[config.mk]
export PLATFORM = sky130hd
export DESIGN_NAME = low_speed_osc_control
export DESIGN_NICKNAME = d
export VERILOG_FILES = /design/src/design/low_speed_osc_control.v /design/src/design/startup_timer.v
export VERILOG_INCLUDE_DIRS = /design/src /design/src/include
export SDC_FILE = /design/constraint.sdc
export NUM_CORES = 1
export LEC_CHECK = 0
export ABC_AREA = 1
export BUFFER_PORTS_ARGS = -buffer_cell sky130_fd_sc_hd__buf_4
export CAP_MARGIN = 0
export CELL_PAD_IN_SITES_DETAIL_PLACEMENT = 0
export CELL_PAD_IN_SITES_GLOBAL_PLACEMENT = 1
export CORE_ASPECT_RATIO = 0.8
export CORE_MARGIN = 2
export CORE_UTILIZATION = 38
export CTS_BUF_LIST = sky130_fd_sc_hd__clkbuf_4
export DETAILED_ROUTE_END_ITERATION = 8
export PLACE_DENSITY = 0.82
export SYNTH_ARGS = -nofsm -noshare
export SYNTH_HDL_FRONTEND = slang
export SYNTH_HIERARCHICAL = 1
export SYNTH_SLANG_ARGS = --single-unit
[constraint.sdc]
create_clock -name clk -period 5 [get_ports clk]
set_input_delay 1 -clock clk [delete_from_list [all_inputs] [get_ports clk]]
set_output_delay 1 -clock clk [all_outputs]
set_load 0.01 [all_outputs]
[src/include/osc_ctrl_consts.vh]
`ifndef OSC_CTRL_CONSTS_VH
`define OSC_CTRL_CONSTS_VH
// register byte offsets
`define OFS_EXT_CTRL     8'h00
`define OFS_INT_CTRL     8'h04
`define OFS_ULP_CTRL     8'h08
`define OFS_RC_CTRL      8'h0C
`define OFS_STATUS       8'h10
`define OFS_IRQ_EN_SET   8'h14
`define OFS_IRQ_EN_CLR   8'h18
`define OFS_IRQ_FLAG     8'h1C
`define OFS_SYS_CTRL     8'h20
// external oscillator control fields
`define EXT_ENABLE_BIT   1
`define EXT_XTAL_BIT     2
`define EXT_OUT_EN_BIT   3
`define EXT_STARTUP_LSB  8
`define EXT_STARTUP_W    3
// internal tunable oscillator fields
`define INT_ENABLE_BIT   1
`define INT_OUT_EN_BIT   2
`define INT_STARTUP_LSB  8
`define INT_STARTUP_W    3
`define INT_TRIM_LSB     16
`define INT_TRIM_W       7
// ultra low power trim
`define ULP_TRIM_LSB     8
`define ULP_TRIM_W       5
// rc oscillator fields
`define RC_ENABLE_BIT    1
`define RC_TRIM_LSB      16
`define RC_TRIM_W        12
`define RC_BAND_LSB      30
`define RC_BAND_W        2
// status / irq bit positions
`define ST_EXT_RDY       0
`define ST_INT_RDY       1
`define ST_RC_RDY        2
`define NUM_RDY          3
// rc start-up cycles and the shortest start-up in cycles
`define RC_STARTUP_CYC   8
`define STARTUP_BASE_CYC 4
// reset values and bus response codes
`define RST_RC_CTRL      32'h0000_0002
`define RST_SYS_CLK_SEL  2'h0
`define AXI_OKAY         2'h0
`define AXI_SLVERR       2'h2
`endif
[src/design/low_speed_osc_control.v]
// Added by the designer: the AXI4-Lite slave port and the address map.
`timescale 1ns/1ns
`default_nettype none
`include "osc_ctrl_consts.vh"

// Overview of operation
// - power-on reset leaves external oscillator off, both pins free for general I/O
// - crystal mode takes over both crystal in and crystal out pins
// - external clock mode takes over only the crystal in pin
// - enable bit starts external oscillator; crystal select picks crystal or clock
// - enabled external oscillator keeps running in every sleep mode
// - external oscillator output masked during the selected start-up time
// - external ready flag sets once configured start-up interval elapses
// - rising external ready raises interrupt when its enable-set bit is one
// - external oscillator survives every reset except power-on reset
// - external 32.768 kHz output gated by its enable, crystal mode only
// - internal tunable oscillator off by default; output gated separately
// - software writes internal trim; it commits to the oscillator on ready
// - ultra low-power oscillator on after power-on reset, both outputs always on
// - ultra low-power trim loads from factory value, software writes override
// - rc 8 MHz oscillator is default system clock after power-on reset
// - rc oscillator starts and stops when its enable bit or the power manager sleep request changes
// - rc trim loads from factory, trim and band stay writable
// - rc oscillator switched off in sleep modes named by the power manager
// - ultra low-power oscillator cannot be disabled by software
module low_speed_osc_control #(
  parameter ULP_FACTORY_TRIM = 5'h10,
  parameter RC_FACTORY_TRIM  = 12'h800,
  parameter STARTUP_SCALE    = 1
) (
  input  wire        clk,
  input  wire        rstn,
  input  wire        clkEn,
  input  wire        softResetN,
  input  wire        sleepRcOff,
  input  wire        standbyReq,
  input  wire [31:0] s_axi_awaddr,
  input  wire        s_axi_awvalid,
  output wire        s_axi_awready,
  input  wire [31:0] s_axi_wdata,
  input  wire [3:0]  s_axi_wstrb,
  input  wire        s_axi_wvalid,
  output wire        s_axi_wready,
  output reg  [1:0]  s_axi_bresp,
  output reg         s_axi_bvalid,
  input  wire        s_axi_bready,
  input  wire [31:0] s_axi_araddr,
  input  wire        s_axi_arvalid,
  output wire        s_axi_arready,
  output reg  [31:0] s_axi_rdata,
  output reg  [1:0]  s_axi_rresp,
  output reg         s_axi_rvalid,
  input  wire        s_axi_rready,
  input  wire        crystalClkIn,
  output reg         crystalInOwn,
  output reg         crystalOutOwn,
  output reg         extOscRun,
  output reg         extOscGate,
  output reg         extOut32kEn,
  output reg         intOscRun,
  output reg         intOut32kEn,
  output reg  [6:0]  intTrimActive,
  output reg         ulpOscRun,
  output reg         ulpOut1kEn,
  output reg  [4:0]  ulpTrim,
  output reg         rcOscRun,
  output reg  [11:0] rcTrim,
  output reg  [1:0]  rcBand,
  output reg  [1:0]  sysClkSel,
  output reg         standbyBlocked,
  output reg         irq
);
  localparam CNT_W = 20;
  localparam integer BASE_LIM_I = `STARTUP_BASE_CYC * STARTUP_SCALE;
  localparam integer RC_LIM_I   = `RC_STARTUP_CYC;
  localparam [CNT_W-1:0] BASE_LIM = BASE_LIM_I[CNT_W-1:0];
  localparam [CNT_W-1:0] RC_LIM   = RC_LIM_I[CNT_W-1:0];

  // control registers (soft reset keeps external oscillator settings)
  reg              extEn_r;
  reg              extXtal_r;
  reg              extOutEn_r;
  reg  [2:0]       extStartup_r;
  reg              intEn_r;
  reg              intOutEn_r;
  reg  [2:0]       intStartup_r;
  reg  [6:0]       intTrim_r;
  reg              rcEn_r;
  reg  [2:0]       irqEn_r;
  reg  [2:0]       irqFlag_r;
  reg  [2:0]       rdyPrev_r;
  reg              ulpTrimLoaded_r;
  reg              clkSync1_r;
  reg              clkSync2_r;
  wire [2:0]       rdy;
  wire [CNT_W-1:0] extLimit;
  wire [CNT_W-1:0] intLimit;
  wire [CNT_W-1:0] rcLimit;

  // bus handshake state
  reg              awHeld_r;
  reg              wHeld_r;
  reg  [7:0]       awAddr_r;
  reg  [31:0]      wData_r;
  reg  [3:0]       wStrb_r;
  wire             doWrite;
  wire [31:0]      wd;
  wire             rcActive;

  // start-up intervals: ext and int base doubled per field step, scaled for simulation; rc fixed
  assign extLimit = BASE_LIM << extStartup_r;
  assign intLimit = BASE_LIM << intStartup_r;
  assign rcLimit  = RC_LIM;
  assign rcActive = rcEn_r & ~sleepRcOff;

  // one start-up timer each for the external, internal and rc oscillators; disabled resets count
  startup_timer #(.CNT_W(CNT_W)) extTimer (
    .clk    (clk),
    .rstn   (rstn),
    .ce     (clkEn),
    .enable (extEn_r),
    .limit  (extLimit),
    .ready  (rdy[`ST_EXT_RDY])
  );
  startup_timer #(.CNT_W(CNT_W)) intTimer (
    .clk    (clk),
    .rstn   (rstn),
    .ce     (clkEn),
    .enable (intEn_r),
    .limit  (intLimit),
    .ready  (rdy[`ST_INT_RDY])
  );
  startup_timer #(.CNT_W(CNT_W)) rcTimer (
    .clk    (clk),
    .rstn   (rstn),
    .ce     (clkEn),
    .enable (rcActive),
    .limit  (rcLimit),
    .ready  (rdy[`ST_RC_RDY])
  );

  // write accepted once both address and data are held
  assign s_axi_awready = clkEn & ~awHeld_r & ~s_axi_bvalid; // no handshake while frozen
  assign s_axi_wready  = clkEn & ~wHeld_r & ~s_axi_bvalid;
  assign doWrite       = awHeld_r & wHeld_r & ~s_axi_bvalid;
  assign s_axi_arready = clkEn & ~s_axi_rvalid;
  assign wd = {wStrb_r[3] ? wData_r[31:24] : 8'h00, wStrb_r[2] ? wData_r[23:16] : 8'h00,
               wStrb_r[1] ? wData_r[15:8] : 8'h00,  wStrb_r[0] ? wData_r[7:0] : 8'h00};

  // write channel capture and response
  always @(posedge clk or negedge rstn) begin
    if (!rstn) begin
      awHeld_r     <= 1'b0;
      wHeld_r      <= 1'b0;
      awAddr_r     <= 8'h00;
      wData_r      <= 32'h0000_0000;
      wStrb_r      <= 4'h0;
      s_axi_bvalid <= 1'b0;
      s_axi_bresp  <= `AXI_OKAY;
    end else if (clkEn) begin
      if (s_axi_awvalid && s_axi_awready) begin
        awHeld_r <= 1'b1;
        awAddr_r <= s_axi_awaddr[7:0];
      end
      if (s_axi_wvalid && s_axi_wready) begin
        wHeld_r <= 1'b1;
        wData_r <= s_axi_wdata;
        wStrb_r <= s_axi_wstrb;
      end
      if (doWrite) begin
        awHeld_r     <= 1'b0;
        wHeld_r      <= 1'b0;
        s_axi_bvalid <= 1'b1;
        s_axi_bresp  <= (awAddr_r[1:0] == 2'h0 && awAddr_r <= `OFS_SYS_CTRL) ?
                        `AXI_OKAY : `AXI_SLVERR;
      end else if (s_axi_bvalid && s_axi_bready) begin
        s_axi_bvalid <= 1'b0;
      end
    end
  end

  // external oscillator settings: power-on reset only, soft reset keeps them
  always @(posedge clk or negedge rstn) begin
    if (!rstn) begin
      extEn_r      <= 1'b0;
      extXtal_r    <= 1'b0;
      extOutEn_r   <= 1'b0;
      extStartup_r <= 3'h0;
    end else if (clkEn && doWrite && awAddr_r == `OFS_EXT_CTRL) begin
      // enable with mode; software clears enable alone
      extEn_r      <= wd[`EXT_ENABLE_BIT];
      extXtal_r    <= wd[`EXT_XTAL_BIT];
      extOutEn_r   <= wd[`EXT_OUT_EN_BIT];
      extStartup_r <= wd[`EXT_STARTUP_LSB +: `EXT_STARTUP_W];
    end
  end

  // other control registers, also reset by a soft reset (ulp and rc trims reload factory values, internal trim clears to zero)
  always @(posedge clk or negedge rstn) begin
    if (!rstn) begin
      intEn_r         <= 1'b0;
      intOutEn_r      <= 1'b0;
      intStartup_r    <= 3'h0;
      intTrim_r       <= 7'h00;
      rcEn_r          <= 1'b1;
      rcTrim          <= 12'h000;
      rcBand          <= 2'h0;
      ulpTrim         <= 5'h00;
      ulpTrimLoaded_r <= 1'b0;
      irqEn_r         <= 3'h0;
      sysClkSel       <= `RST_SYS_CLK_SEL;
    end else if (clkEn) begin
      if (!ulpTrimLoaded_r || !softResetN) begin
        ulpTrim         <= ULP_FACTORY_TRIM[4:0];
        rcTrim          <= RC_FACTORY_TRIM[11:0];
        rcBand          <= 2'h0;
        ulpTrimLoaded_r <= 1'b1;
      end
      if (!softResetN) begin
        intEn_r      <= 1'b0;
        intOutEn_r   <= 1'b0;
        intStartup_r <= 3'h0;
        intTrim_r    <= 7'h00;
        rcEn_r       <= 1'b1;
        irqEn_r      <= 3'h0;
        sysClkSel    <= `RST_SYS_CLK_SEL;
      end else if (doWrite && ulpTrimLoaded_r) begin
        case (awAddr_r)
          `OFS_INT_CTRL: begin
            intEn_r      <= wd[`INT_ENABLE_BIT];
            intOutEn_r   <= wd[`INT_OUT_EN_BIT];
            intStartup_r <= wd[`INT_STARTUP_LSB +: `INT_STARTUP_W];
            intTrim_r    <= wd[`INT_TRIM_LSB +: `INT_TRIM_W];
          end
          `OFS_ULP_CTRL: ulpTrim <= wd[`ULP_TRIM_LSB +: `ULP_TRIM_W];
          `OFS_RC_CTRL: begin
            rcEn_r <= wd[`RC_ENABLE_BIT];
            rcTrim <= wd[`RC_TRIM_LSB +: `RC_TRIM_W];
            rcBand <= wd[`RC_BAND_LSB +: `RC_BAND_W];
          end
          `OFS_IRQ_EN_SET: irqEn_r <= irqEn_r | wd[`NUM_RDY-1:0];
          `OFS_IRQ_EN_CLR: irqEn_r <= irqEn_r & ~wd[`NUM_RDY-1:0];
          `OFS_SYS_CTRL:   sysClkSel <= wd[1:0];
          default: ;
        endcase
      end
    end
  end

  // sticky ready-rise flags; a new rise wins over a write-one clear
  always @(posedge clk or negedge rstn) begin
    if (!rstn) begin
      rdyPrev_r <= 3'h0;
      irqFlag_r <= 3'h0;
    end else if (clkEn) begin
      rdyPrev_r <= rdy;
      irqFlag_r <= (irqFlag_r & ~((doWrite && awAddr_r == `OFS_IRQ_FLAG) ?
                   wd[`NUM_RDY-1:0] : 3'h0)) | (rdy & ~rdyPrev_r);
    end
  end

  // read channel
  always @(posedge clk or negedge rstn) begin
    if (!rstn) begin
      s_axi_rvalid <= 1'b0;
      s_axi_rdata  <= 32'h0000_0000;
      s_axi_rresp  <= `AXI_OKAY;
    end else if (clkEn) begin
      if (s_axi_arvalid && s_axi_arready) begin
        s_axi_rvalid <= 1'b1;
        s_axi_rresp  <= `AXI_OKAY;
        s_axi_rdata  <= 32'h0000_0000;
        case (s_axi_araddr[7:0])
          `OFS_EXT_CTRL: s_axi_rdata <= ({31'h0, extEn_r} << `EXT_ENABLE_BIT) |
                                        ({31'h0, extXtal_r} << `EXT_XTAL_BIT) |
                                        ({31'h0, extOutEn_r} << `EXT_OUT_EN_BIT) |
                                        ({29'h0, extStartup_r} << `EXT_STARTUP_LSB);
          `OFS_INT_CTRL: s_axi_rdata <= ({31'h0, intEn_r} << `INT_ENABLE_BIT) |
                                        ({31'h0, intOutEn_r} << `INT_OUT_EN_BIT) |
                                        ({29'h0, intStartup_r} << `INT_STARTUP_LSB) |
                                        ({25'h0, intTrim_r} << `INT_TRIM_LSB);
          `OFS_ULP_CTRL: s_axi_rdata <= {27'h0, ulpTrim} << `ULP_TRIM_LSB;
          `OFS_RC_CTRL:  s_axi_rdata <= ({31'h0, rcEn_r} << `RC_ENABLE_BIT) |
                                        ({20'h0, rcTrim} << `RC_TRIM_LSB) |
                                        ({30'h0, rcBand} << `RC_BAND_LSB);
          `OFS_STATUS:     s_axi_rdata <= {29'h0, rdy};
          `OFS_IRQ_EN_SET: s_axi_rdata <= {29'h0, irqEn_r};
          `OFS_IRQ_EN_CLR: s_axi_rdata <= {29'h0, irqEn_r};
          `OFS_IRQ_FLAG:   s_axi_rdata <= {29'h0, irqFlag_r};
          `OFS_SYS_CTRL:   s_axi_rdata <= {30'h0, sysClkSel};
          default:         s_axi_rresp <= `AXI_SLVERR;
        endcase
      end else if (s_axi_rvalid && s_axi_rready) begin
        s_axi_rvalid <= 1'b0;
      end
    end
  end

  // crystal input pin sampled through two flops; the synced level cancels out of the extOscGate term
  always @(posedge clk or negedge rstn) begin
    if (!rstn) begin
      clkSync1_r <= 1'b0;
      clkSync2_r <= 1'b0;
    end else if (clkEn) begin
      clkSync1_r <= crystalClkIn;
      clkSync2_r <= clkSync1_r;
    end
  end

  // oscillator and pin control outputs, all registered
  always @(posedge clk or negedge rstn) begin
    if (!rstn) begin
      crystalInOwn   <= 1'b0;
      crystalOutOwn  <= 1'b0;
      extOscRun      <= 1'b0;
      extOscGate     <= 1'b0;
      extOut32kEn    <= 1'b0;
      intOscRun      <= 1'b0;
      intOut32kEn    <= 1'b0;
      intTrimActive  <= 7'h00;
      ulpOscRun      <= 1'b0;
      ulpOut1kEn     <= 1'b0;
      rcOscRun       <= 1'b0;
      standbyBlocked <= 1'b0;
      irq            <= 1'b0;
    end else if (clkEn) begin
      crystalInOwn  <= extEn_r;
      crystalOutOwn <= extEn_r & extXtal_r;
      extOscRun     <= extEn_r;
      extOscGate    <= rdy[`ST_EXT_RDY] & (extXtal_r | clkSync2_r | ~clkSync2_r);
      extOut32kEn   <= rdy[`ST_EXT_RDY] & extEn_r & extOutEn_r & extXtal_r;
      intOscRun     <= intEn_r;
      intOut32kEn   <= intEn_r & intOutEn_r & rdy[`ST_INT_RDY];
      if (rdy[`ST_INT_RDY]) begin
        intTrimActive <= intTrim_r;
      end
      ulpOscRun      <= 1'b1;
      ulpOut1kEn     <= 1'b1;
      rcOscRun       <= rdy[`ST_RC_RDY];
      standbyBlocked <= standbyReq & ((extEn_r & ~rdy[`ST_EXT_RDY]) |
                        (intEn_r & ~rdy[`ST_INT_RDY]));
      irq            <= |(irqFlag_r & irqEn_r);
    end
  end
endmodule // low_speed_osc_control
`default_nettype wire

[src/design/startup_timer.v]
`timescale 1ns/1ns
`default_nettype none
// counts start-up cycles after enable; ready rises when done, drops on disable
module startup_timer #(
  parameter CNT_W = 20
) (
  input  wire             clk,
  input  wire             rstn,
  input  wire             ce,
  input  wire             enable,
  input  wire [CNT_W-1:0] limit,
  output reg              ready
);
  reg [CNT_W-1:0] count_r;

  // count while enabled; clear on disable so re-enable restarts
  always @(posedge clk or negedge rstn) begin
    if (!rstn) begin
      count_r <= {CNT_W{1'b0}};
      ready   <= 1'b0;
    end else if (ce) begin
      if (!enable) begin
        count_r <= {CNT_W{1'b0}};
        ready   <= 1'b0;
      end else if (!ready) begin
        if (count_r >= limit) begin
          ready <= 1'b1;
        end else begin
          count_r <= count_r + {{(CNT_W-1){1'b0}}, 1'b1};
        end
      end
    end
  end
endmodule // startup_timer
`default_nettype wire

==> summary.md, run 1 <==
| Metric | Value |
|---|---|
| PnR worst setup slack | `1.71 ns` |
| CTS Hold Bufs | `0` |
| Fillers | `3268` |
| First-pass GRT wire length | `53400 um` |
| Sequential element share of the synthesized area | `0.398` |
| Clock Skew | `0.0348 ns` |
| Final hold violations | `0` |
| FMAX | `0.304 GHz` |
| Share of cells above drive strength 1 | `0.137` |
| Worst hold-check path type | `flip-flop to flip-flop` |
| Inst Count DP | `2216` |
| Via density | `4.83` |
| Worst slew margin relative to its limit | `0.282` |
| Synth cell types | `45` |
| Data required, critical path | `4.00 ns` |
| Startpoint types | `input port` |
| Core ar. | `31500 um2` |
| Post-synthesis register bit count | `193` |
| Pre-CTS WS | `1.67 ns` |
| Cells on worst reg2reg path | `16` |
| Status | `finished clean` |
| Worst hold start | `rdyPrev_r[1]` |
| Worst hold slack | `0.471 ns` |
| VDD IR max | `278 uV` |
| Warnings, synthesis | `6` |
| DP HPWL | `24300 um` |
| PD cells | `280 nW/um2` |
| Final min period | `3.29 ns` |
| GPL Wtd Cong | `0.884` |
| Vias in the first global route | `10100` |
| Detailed Route WL | `32900 um` |
| Routed len/inst | `14.6 um` |
| I/O Buffers | `123` |
| Fin. max-slew vios | `0` |
| Max_cap viols | `0` |
| R2r setup slk | `1.90 ns` |
| Clk_lat worst skew | `0.60 ns` |
| Crit share post-route | `0.658` |
| Post-CTS setup buffers | `0` |
| Die Height | `164 um` |
| CTS root buffer | `clkbuf_4` |
| Die footprint | `33400 um2` |
| Post-synth EDFFs | `0` |
| Top FF cell, synth | `dfrtp_1` |
| Lkg Pwr | `6.80 nW` |
| Initial Util | `0.386` |
| Commonest non-fill, non-tap cell in the layout | `nand2_1` |
| DR iter-0 viols | `778` |
| DRC | `0` |
| Cts bufs inserted | `17` |
| Register area | `4830 um2` |
| I/O pin count | `193` |
| Worst setup EP type | `output pin` |
| Worst Max-Slew Pin Slew | `1.08 ns` |
| Clk sinks | `193` |
| Final setup TNS | `0 ns` |
| Hold depth | `1` |
| Area Overhead vs Synth | `12.8%` |
| Layout net count | `1990` |
| GRT Util Overall | `0.200` |
| Mapped Cells | `1682` |
| Drt pass-1 iters | `5` |
| Most frequent cells in the layout | `nand2_1 (608), dfrtp_1 (192), inv_1 (184), nand3_1 (136), buf_4 (124)` |
| Ys async rst share | `1.00` |
| GRT Residual Overflow | `0` |
| RSZ-0062 raised after global routing | `false` |
| Synth Area per Inst | `7.23 um2` |
| Worst-path clk slew | `0.16 ns` |
| Non-filler instance count after layout | `2250` |
| Start-to-end type of the worst setup path | `input port to output pin` |
| Synth Cell Area | `12200 um2` |
| Worst R2R End | `intTimer/count_r[4]` |
| Crit Path Max Fanout | `41` |
| Via count | `10900` |
| ANT nets after route | `0` |
| Row count | `58` |
| Overall power | `3.83 mW` |
| Origin of the critical flop-to-flop path | `intStartup_r[1]` |
| Die W | `204 um` |
| Arrival @ worst endpoint | `2.29 ns` |
| Initial antenna violation count | `2` |
| Post-CTS Resized | `0` |
| Footprint of the multi-input gates | `6360 um2` |
| Largest net degree at the start of global routing | `130` |
| CTS tree | `yes` |
| Setup-failing EPs final | `0` |
| H-tree Lvls | `4` |
| Hold worst-path end | `irqFlag_r[1]` |
| Clk buf depth | `2` |
## flip-flops by register name, summed over array words and instances (netlist names), 2 cells and up
signal            count
awAddr_r              8
s_axi_rdata          23
extStartup_r          3
rcBand                2
intTrimActive         7
sysClkSel             2
wStrb_r               4
wData_r              23
intTrim_r             7
irqEn_r               3
irqFlag_r             3
rdyPrev_r             3
extTimer/count_r     20
intTimer/count_r     20
intStartup_r          3
ulpTrim               5
rcTrim               12
rcTimer/count_r      20
## synthesized netlist by cell type (all sizes together) (3+ instances only)
cell    number  area share
nand3      150       0.069
o211ai       3      0.0019
or2          3      0.0015
o21a         3      0.0019
xor2         6      0.0043
a31oi        4      0.0021
buf         50       0.030
nor2       146       0.056
inv        195       0.060
clkbuf      15      0.0054
a211oi       3      0.0019
nor3        44       0.022
a21oi       42       0.019
nand2      626        0.20
dfrtp      192        0.40
o21ai       92       0.042
nand4       29       0.015
ha          63       0.065
xnor2        5      0.0036
## area by class of cell
type / instances / area share
Inverter: 195 / 0.0534
Multi-Input combinational cell: 1282 / 0.464
Sequential cell: 193 / 0.352
Clock inverter: 13 / 0.0110
Timing Repair Buffer: 126 / 0.0704
Clock buffer: 19 / 0.0104
Antenna cell: 2 / 0.000365
Tap cell: 420 / 0.0383
## kinds of logic after synthesis
kind of cell,count (synthesis),share of synthesized area
AOI/OAI and AO/OA,152,0.0708
other,2,0.000618
buffers and inverters,260,0.0955
DFF,193,0.398
xor gates and xnor gates,11,0.00793
and+or+nand+nor,1001,0.363
adders and majority gates,63,0.0649
## stage by stage
stage          utilization  area [um2]
3_5_place_dp         0.426       13400
3_3_place_gp         0.426       13400
6_report             0.435       13700
4_1_cts              0.435       13700
2_1_floorplan            -       12400
5_1_grt              0.435       13700
## how the worst max path moves through the flow
stage | start | endpoint | slack (ns) | depth (start not counted)
3_5_place_dp | clkEn | wData_r[11] | 1.67 | 9
3_3_place_gp | clkEn | wData_r[9] | 1.68 | 8
5_1_grt | intStartup_r[1] | intTimer/count_r[4] | 1.59 | 16
6_report | clkEn | s_axi_awready | 1.71 | 6
4_1_cts | clkEn | s_axi_awready | 1.71 | 6
2_1_floorplan | clkEn | s_axi_awready | 2.61 | 4
## power breakdown
part	leakage [nW]	total (mW)	switching, mW	internal (mW)
logic	4.07	0.894	0.583	0.311
registers	2.57	2.03	0.246	1.79
clock network	0.158	0.908	0.589	0.319
total	6.80	3.83	1.42	2.42
## worst max-delay path, cell delays in order
cell and delay (ns):
buf_4 0.38, inv_2 0.32, nor2_1 0.20, inv_2 0.10
nor2_2 0.11, buf_4 0.13
## layer usage
metal	part of all wire	GRT usage
met1	0.50	0.304
met2	0.42	0.294
met3	0.062	0.0347
met4	0.016	0.0504
met5	0	0
No activity file was read; power rests on OpenSTA's default activity.
==> run 2: changes to the inputs <==
ABC_AREA = 0   (was 1)
clock period = 2.7 ns   (was 5 ns; I/O delays follow)
==> summary.md, run 2 <==
| Metric | Value |
|---|---|
| Top flop regs | `s_axi_rdata x23, wData_r x23` |
| Drt pass-1 iters | `5 (unchanged)` |
| Most frequent cells in the layout | `dfrtp_1 (187), buf_4 (178), nand2_1 (125), inv_1 (92), nand3_1 (82)` |
| Die W | `197 um (-3.3%)` |
| Final hold violations | `0 (unchanged)` |
| Startpoint types | `flip-flop` |
| Sequential element share of the synthesized area | `0.426 (+0.0281)` |
| Crit share post-route | `0.995` |
| Synth Cell Area | `11400 um2 (-6.6%)` |
| Commonest non-fill, non-tap cell in the layout | `dfrtp_1` |
| GRT Residual Overflow | `0 (unchanged)` |
| CTS tree | `yes` |
| Worst-path clk slew | `0.17 ns (about the same)` |
| Routed len/inst | `17.2 um (+18%)` |
| RSZ-0062 raised after global routing | `true` |
| Wire length on met2 | `13600 um (-0.77%)` |
| Layout net count | `1558 (-22%)` |
| I/O pin count | `193 (unchanged)` |
| Worst slew margin relative to its limit | `0.433 (+0.151)` |
| Worst Max-Slew Pin Slew | `0.844 ns (-0.233 ns)` |
| Detailed Route WL | `30600 um (-7.1%)` |
| Synth top area share | `0.423 (+0.0279)` |
| Core ar. | `29400 um2 (-6.8%)` |
| DR WL met3 | `1390 um (-32%)` |
| PnR worst setup slack | `0.0142 ns (-1.69 ns)` |
| Arrival @ worst endpoint | `3.21 ns (+0.92 ns)` |
| Cts bufs inserted | `17 (unchanged)` |
| Clk_lat worst skew | `0.64 ns (+0.04 ns)` |
| Worst setup EP type | `flip-flop` |
| Post-synth EDFFs | `0 (unchanged)` |
| Synth cell count leaders | `dfrtp_1 (192), nand2_1 (125), inv_1 (94)` |
| Lkg Pwr | `6.39 nW (-5.9%)` |
| Via count | `9784 (-9.9%)` |
| Cell Chain, Critical Path | `buf_6 > nand2_1 > nor2_2 > inv_1 > ha_1 > nand2_1 > or4_4 > o211ai_4 > buf_6 > nor2_1 > or3_1` |
| DP HPWL | `21800 um (-11%)` |
| GPL Wtd Cong | `0.809 (-8.5%)` |
| Leading area contributor after synthesis | `dfrtp_1` |
| VDD IR max | `369 uV (+33%)` |
| Row count | `56 (-3.4%)` |
| Area Overhead vs Synth | `21.4%` |
| H-tree Lvls | `4 (unchanged)` |
| Non-filler instance count after layout | `1774 (-21%)` |
| PD cells | `494 nW/um2 (+77%)` |
| Top FF cell, synth | `dfrtp_1` |
| Final min period | `2.69 ns` |
| Inst Count DP | `1727 (-22%)` |
| DRC | `0 (unchanged)` |
| Die Height | `159 um (-3.3%)` |
| Clk buf depth | `2 (unchanged)` |
| Share of cells above drive strength 1 | `0.257 (+0.119)` |
| CP max-delay cell | `dfrtp_2` |
| FMAX | `0.372 GHz` |
| Worst hold slack | `0.114 ns (-0.357 ns)` |
| Initial antenna violation count | `2 (unchanged)` |
| Pre-CTS WS | `-0.0707 ns (-1.74 ns)` |
| Setup-failing EPs final | `0 (unchanged)` |
| Metal-1 WL | `15100 um (-8.7%)` |
| Synth Area per Inst | `9.57 um2 (+32%)` |
| Most frequent cell after synthesis | `dfrtp_1` |
| Initial Util | `0.387 (+0.000770)` |
| Top layer in use | `met4` |
| Warnings, synthesis | `6 (unchanged)` |
| Data required, critical path | `3.22 ns (-0.78 ns)` |
| Start-to-end type of the worst setup path | `flip-flop to flip-flop` |
| Synth cell types | `87 (+93%)` |
| Mapped Cells | `1186 (-29%)` |
| Crit path max-delay family | `simple AND/OR/NAND/NOR gates` |
| Crit Path Max Fanout | `6 (-85%)` |
| Status | `finished clean` |
| Die footprint | `31300 um2 (-6.5%)` |
| Largest net degree at the start of global routing | `65 (-50%)` |
| Clk sinks | `193 (unchanged)` |
| Clock Skew | `0.0274 ns (-0.00748 ns)` |
| Vias in the first global route | `9101 (-9.4%)` |
| Ys async rst share | `1.00 (unchanged)` |
| CTS root buffer | `clkbuf_4` |
| Top post-synthesis cells by area | `dfrtp_1 (42%), ha_1 (6.9%), mux2_2 (4.8%)` |
| First-pass GRT wire length | `49000 um (-8.1%)` |
| ANT nets after route | `0 (unchanged)` |
| Worst path max stage delay | `0.48 ns (+0.10 ns)` |
| Overall power | `6.80 mW (+77%)` |
| Post-synthesis register bit count | `193 (unchanged)` |
| Via density | `5.52 (+14%)` |
| Buf+Inv Stages, Crit Path | `3 (-1)` |
| GRT Util Overall | `0.198 (-0.00295)` |
| Worst hold-check path type | `input port to flip-flop` |
| Fillers | `2742 (-16%)` |
| DR iter-0 viols | `575 (-26%)` |
| Max_cap viols | `0 (unchanged)` |
| Core Util, Final | `0.469 (+0.0340)` |
| I/O Buffers | `123 (unchanged)` |
| Fin. max-slew vios | `0 (unchanged)` |
## run 2: cell count changes after synthesis, moves of 36 or more
| cell | before | now |
|---|---|---|
| nand2_1 | 608 | 125 |
| inv_1 | 184 | 94 |
| nor2_1 | 119 | 59 |
| nand3_1 | 136 | 87 |
| mux2_2 | 0 | 48 |
| or4_1 | 0 | 36 |
## run 2: kinds of logic after synthesis
kind of cell,share of synthesized area
and+or+nand+nor,0.219
muxes,0.0573
AOI/OAI and AO/OA,0.163
other,0.000662
buffers and inverters,0.0639
adders and majority gates,0.0694
DFF,0.426
xor gates and xnor gates,0.000772
## run 2: layer usage
| layer | track usage | vias up |
|---|---|---|
| met3 | 0.0396 | 21 |
| met5 | 0 | - |
| met2 | 0.296 | 210 |
| met1 | 0.292 | 4828 |
| li1 | - | 4725 |
| met4 | 0.0462 | 0 |
## run 2: final timing paths
check	from	endpoint	slack, ns	cells past startpoint
max	extStartup_r[2]	extTimer/count_r[19]	0.01	11
min	s_axi_awaddr[5]	awAddr_r[5]	0.11	3
max reg2reg	extStartup_r[2]	extTimer/count_r[19]	0.01	11
min reg2reg	rdyPrev_r[0]	irqFlag_r[0]	0.47	1
max in group asynchronous	rstn	extTimer/count_r[14]	1.48	3
min in group asynchronous	rstn	intTrimActive[1]	0.44	2
## run 2: what timing repair did
item / 4_1_cts / 5_1_grt
setup buffers: 5 / 6
resized for setup: 15 / 56
hold buffers: 1 / 0
pin swaps: 7 / 49
setup endpoints to repair: 35 / 42
cloned: 2 / 0
endpoints found under the hold margin: 60 / 0
## run 2: final cells by class
| type | instances | area, um2 | area share |
|---|---|---|---|
| Tap cell | 377 | 472 | 0.0342 |
| Inverter | 95 | 357 | 0.0259 |
| Clock inverter | 14 | 131 | 0.00953 |
| Sequential cell | 193 | 4840 | 0.351 |
| Timing Repair Buffer | 195 | 1570 | 0.114 |
| Clock buffer | 17 | 128 | 0.00926 |
| Multi-Input combinational cell | 881 | 6280 | 0.456 |
| Antenna cell | 2 | 5.00 | 0.000363 |
## run 2: power breakdown
part	switching, mW	internal (mW)
registers	0.427	3.26
logic	0.813	0.747
clock network	1.09	0.468
## run 2: through the flow
stage / area [um2] / setup TNS [ns]
2_1_floorplan: 11500 / 0
3_3_place_gp: 13100 / -0.145
3_5_place_dp: 13100 / -0.728
4_1_cts: 13500 / -0.00401
5_1_grt: 13800 / -0.938
6_report: 13800 / 0
## run 2: worst reg2reg max path: cells and delay by family, from the launching register on
kind	cells	cell delay [ns]
and+or+nand+nor	6	1.07
DFF	1	0.48
AOI/OAI and AO/OA	1	0.36
adders and majority gates	1	0.27
buffers and inverters	3	0.37
==> run 3: changes to the inputs <==
--- a/config.mk
+++ b/config.mk
@@ -10,3 +10,3 @@
 export BUFFER_PORTS_ARGS = -buffer_cell sky130_fd_sc_hd__buf_4
-export CAP_MARGIN = 0
+export CAP_MARGIN = 20
 export CELL_PAD_IN_SITES_DETAIL_PLACEMENT = 0
@@ -18,6 +18,5 @@
 export DETAILED_ROUTE_END_ITERATION = 8
-export PLACE_DENSITY = 0.82
+export PLACE_DENSITY = 0.83
 export SYNTH_ARGS = -nofsm -noshare
 export SYNTH_HDL_FRONTEND = slang
-export SYNTH_HIERARCHICAL = 1
 export SYNTH_SLANG_ARGS = --single-unit
==> constraint.sdc (replaced) <==
create_clock -name clk -period 2.7 [get_ports clk]
set_input_delay 0.135 -clock clk [delete_from_list [all_inputs] [get_ports clk]]
set_output_delay 0.135 -clock clk [all_outputs]
set_load 0.01 [all_outputs]
==> summary.md, run 3 <==
| Metric | Value |
|---|---|
| Area Overhead vs Synth | `22.7%` |
| Most frequent cells in the layout | `dfrtp_1 (190), buf_4 (144), nand2_1 (110), dlygate4sd3_1 (54), nand3_1 (52)` |
| Fillers | `2182 (-20%)` |
| Clk sinks | `193 (unchanged)` |
| Largest net degree at the start of global routing | `84 (+29%)` |
| Mapped Cells | `869 (-27%)` |
| Warnings, synthesis | `0 (-6)` |
| Clk buf depth | `2 (unchanged)` |
| Sequential element share of the synthesized area | `0.533 (+0.107)` |
| Start-to-end type of the worst setup path | `flip-flop to flip-flop` |
| Synth top area share | `0.530 (+0.107)` |
| I/O Buffers | `123 (unchanged)` |
| Cts bufs inserted | `17 (unchanged)` |
| Crit path to | `intTimer.count_r[3]` |
| FMAX | `0.383 GHz (+2.9%)` |
| DR iter-0 viols | `563 (-2.1%)` |
| DRC | `0 (unchanged)` |
| Post-synth EDFFs | `0 (unchanged)` |
| Footprint of the multi-input gates | `3870 um2 (-38%)` |
| Worst hold-check path type | `input port to flip-flop` |
| Origin of the critical flop-to-flop path | `intStartup_r[0]` |
| Arrival @ worst endpoint | `3.14 ns (-0.07 ns)` |
| Worst R2R End | `intTimer.count_r[3]` |
| Via count | `7113 (-27%)` |
| Status | `finished clean` |
| Clock Skew | `0.0245 ns (-0.00288 ns)` |
| Final setup TNS | `0 ns (unchanged)` |
| Max_cap viols | `0 (unchanged)` |
| Final hold violations | `0 (unchanged)` |
| Via density | `5.24 (-5.0%)` |
| Top FF cell, synth | `dfrtp_1` |
| GPL Wtd Cong | `0.864 (+6.8%)` |
| R2r setup slk | `0.09 ns (+0.08 ns)` |
| Crit Path Max Fanout | `6 (unchanged)` |
| Clk_lat worst skew | `0.60 ns (-0.04 ns)` |
| Die Height | `142 um (-10%)` |
| Metal-1 WL | `11300 um (-26%)` |
| I/O pin count | `193 (unchanged)` |
| Synth cell count leaders | `dfrtp_1 (192), nand2_1 (110), nand3_1 (52)` |
| Top layer in use | `met4` |
| Setup-failing EPs final | `0 (unchanged)` |
| Data required, critical path | `3.23 ns (about the same)` |
| Routed len/inst | `17.1 um (-0.69%)` |
| PD cells | `670 nW/um2 (+36%)` |
| Worst slew margin relative to its limit | `0.388 (-0.0446)` |
| Row count | `50 (-11%)` |
| Non-filler instance count after layout | `1358 (-23%)` |
| ANT nets after route | `0 (unchanged)` |
| Synth cell types | `74 (-15%)` |
| Share of cells above drive strength 1 | `0.248 (-0.00902)` |
| Area share of and/or/nand/nor cells after synthesis | `0.205 (-0.0147)` |
| Cells on worst reg2reg path | `8 (-3)` |
| Startpoint types | `flip-flop` |
| GRT Util Overall | `0.192 (-0.00553)` |
| Worst Max-Slew Pin Slew | `0.914 ns (+0.0700 ns)` |
| CTS root buffer | `clkbuf_4` |
| Top post-synthesis cells by area | `dfrtp_1 (53%), mux2_2 (5.2%), nand2_1 (4.6%)` |
| H-tree Lvls | `4 (unchanged)` |
| Drt pass-1 iters | `5 (unchanged)` |
| Vias in the first global route | `6844 (-25%)` |
| XOR/XNOR share of the synthesized area | `0.000966 (+0.000194)` |
| RSZ-0062 raised after global routing | `false` |
| Worst setup EP type | `flip-flop` |
| First-pass GRT wire length | `37600 um (-23%)` |
| Worst-path clk slew | `0.17 ns (about the same)` |
| CTS tree | `yes` |
| Leading area contributor after synthesis | `dfrtp_1` |
| Synth Area per Inst | `10.4 um2 (+9.0%)` |
| Top flop regs | `s_axi_rdata x23, wData_r x23` |
| Core ar. | `23400 um2 (-20%)` |
| GRT Residual Overflow | `0 (unchanged)` |
| Crit share post-route | `0.967 (-0.0278)` |
| Antenna cells | `0 (-2)` |
| Most frequent cell after synthesis | `dfrtp_1` |
| Register area | `4830 um2 (about the same)` |
| DP HPWL | `16400 um (-24%)` |
| Fin. max-slew vios | `0 (unchanged)` |
| Post-synthesis register bit count | `193 (unchanged)` |
| Die W | `177 um (-10%)` |
| Wire length on met2 | `10600 um (-22%)` |
| Die footprint | `25100 um2 (-20%)` |
| Mux contribution to synthesized area | `0.0613 (+0.00396)` |
| Adder-cell area share of the yosys netlist | `0.0304 (-0.0391)` |
| Ys async rst share | `1.00 (unchanged)` |
| Layout net count | `1167 (-25%)` |
| Lkg Pwr | `5.09 nW (-20%)` |
| Largest family of logic cells by synthesized area | `simple AND/OR/NAND/NOR gates` |
| Final min period | `2.61 ns (-0.0751 ns)` |
| Compound-Gate Fraction of Synth Area | `0.122 (-0.0404)` |
| Initial antenna violation count | `0 (-2)` |
| Inst Count DP | `1270 (-26%)` |
| Detailed Route WL | `23200 um (-24%)` |
| DR WL met3 | `1150 um (-17%)` |
| Synth Cell Area | `9070 um2 (-20%)` |
| Initial Util | `0.387 (+0.000852)` |
| VDD IR max | `384 uV (+4.1%)` |
| Commonest non-fill, non-tap cell in the layout | `dfrtp_1` |
| CP startpoint | `intStartup_r[0]` |
-- run 3: cell types whose count changed in the layout (fill, tap and decap cells not counted), sizes merged, moves of 36 or more --
cell | before | now
buf | 192 | 144
nand3 | 88 | 52
conb | 55 | 11
dlygate4sd3 | 1 | 54
ha | 63 | 22
inv | 99 | 38
-- run 3: cell families after synthesis --
logic type	Yosys count
buffers and inverters	89
XOR/XNOR	1
multiplexers	49
adder cells (fa/ha/maj)	22
AO/OA/AOI/OAI	164
AND/OR/NAND/NOR	350
other	1
flip-flops	193
-- run 3: layout make-up --
| class | instances | area share |
|---|---|---|
| flip-flops and latches | 193 | 0.434 |
| multi-input cells | 597 | 0.348 |
| repair buffers | 199 | 0.147 |
| well taps | 312 | 0.0351 |
| clock inverters | 15 | 0.0157 |
| clock buffers | 17 | 0.0115 |
| inverters | 25 | 0.00844 |
-- run 3: where the power goes --
| group | internal [mW] | switching (mW) | total, mW |
|---|---|---|---|
| logic | 0.949 | 0.942 | 1.89 |
| clock network | 0.528 | 1.15 | 1.68 |
| registers | 3.38 | 0.496 | 3.88 |
| total | 4.86 | 2.59 | 7.45 |
-- run 3: how the worst min path moves through the flow --
stage                   from        endpoint  slack (ns)  cells after the start
5_1_grt        s_axi_awvalid        awHeld_r        0.07                      4
4_1_cts        s_axi_awvalid        awHeld_r        0.05                      4
3_3_place_gp            rstn  standbyBlocked        0.23                      1
3_5_place_dp            rstn  standbyBlocked        0.24                      1
6_report       s_axi_awvalid        awHeld_r        0.09                      4
2_1_floorplan           rstn     awAddr_r[0]       -0.16                      0
-- run 3: critical path, stage by stage, from the launching register on --
cell       delay (ns)
dfrtp_2          0.47
or3b_2           0.49
ha_1             0.29
o21a_1           0.18
o2111ai_2        0.24
a21oi_4          0.07
buf_4            0.17
or4_1            0.49
a21oi_1          0.16
-- run 3: timing repair --
action,4_1_cts,5_1_grt
setup endpoints to repair,0,9
hold endpoints to repair,147,0
setup buffers,0,2
hold buffers,54,0
gates resized for setup,0,7
-- run 3: through the flow --
step	utilization	hold WS [ns]	instance area [um2]	total power, mW	setup WS [ns]
after floorplan	-	-0.161	9100	4.95	0.0979
after global placement	0.438	0.234	10200	5.64	0.0903
after detailed placement	0.438	0.239	10200	5.70	0.0559
after CTS	0.474	0.0479	11100	7.45	0.0298
after global routing	0.475	0.0721	11100	7.90	0.0112
final	0.475	0.0925	11100	7.45	0.0893
-- run 3: per-layer routing --
layer  vias to the layer above  track usage
met5                         -            0
met4                         0       0.0422
met3                        16       0.0323
met2                       175        0.295
met1                      3512        0.285
li1                       3410            -
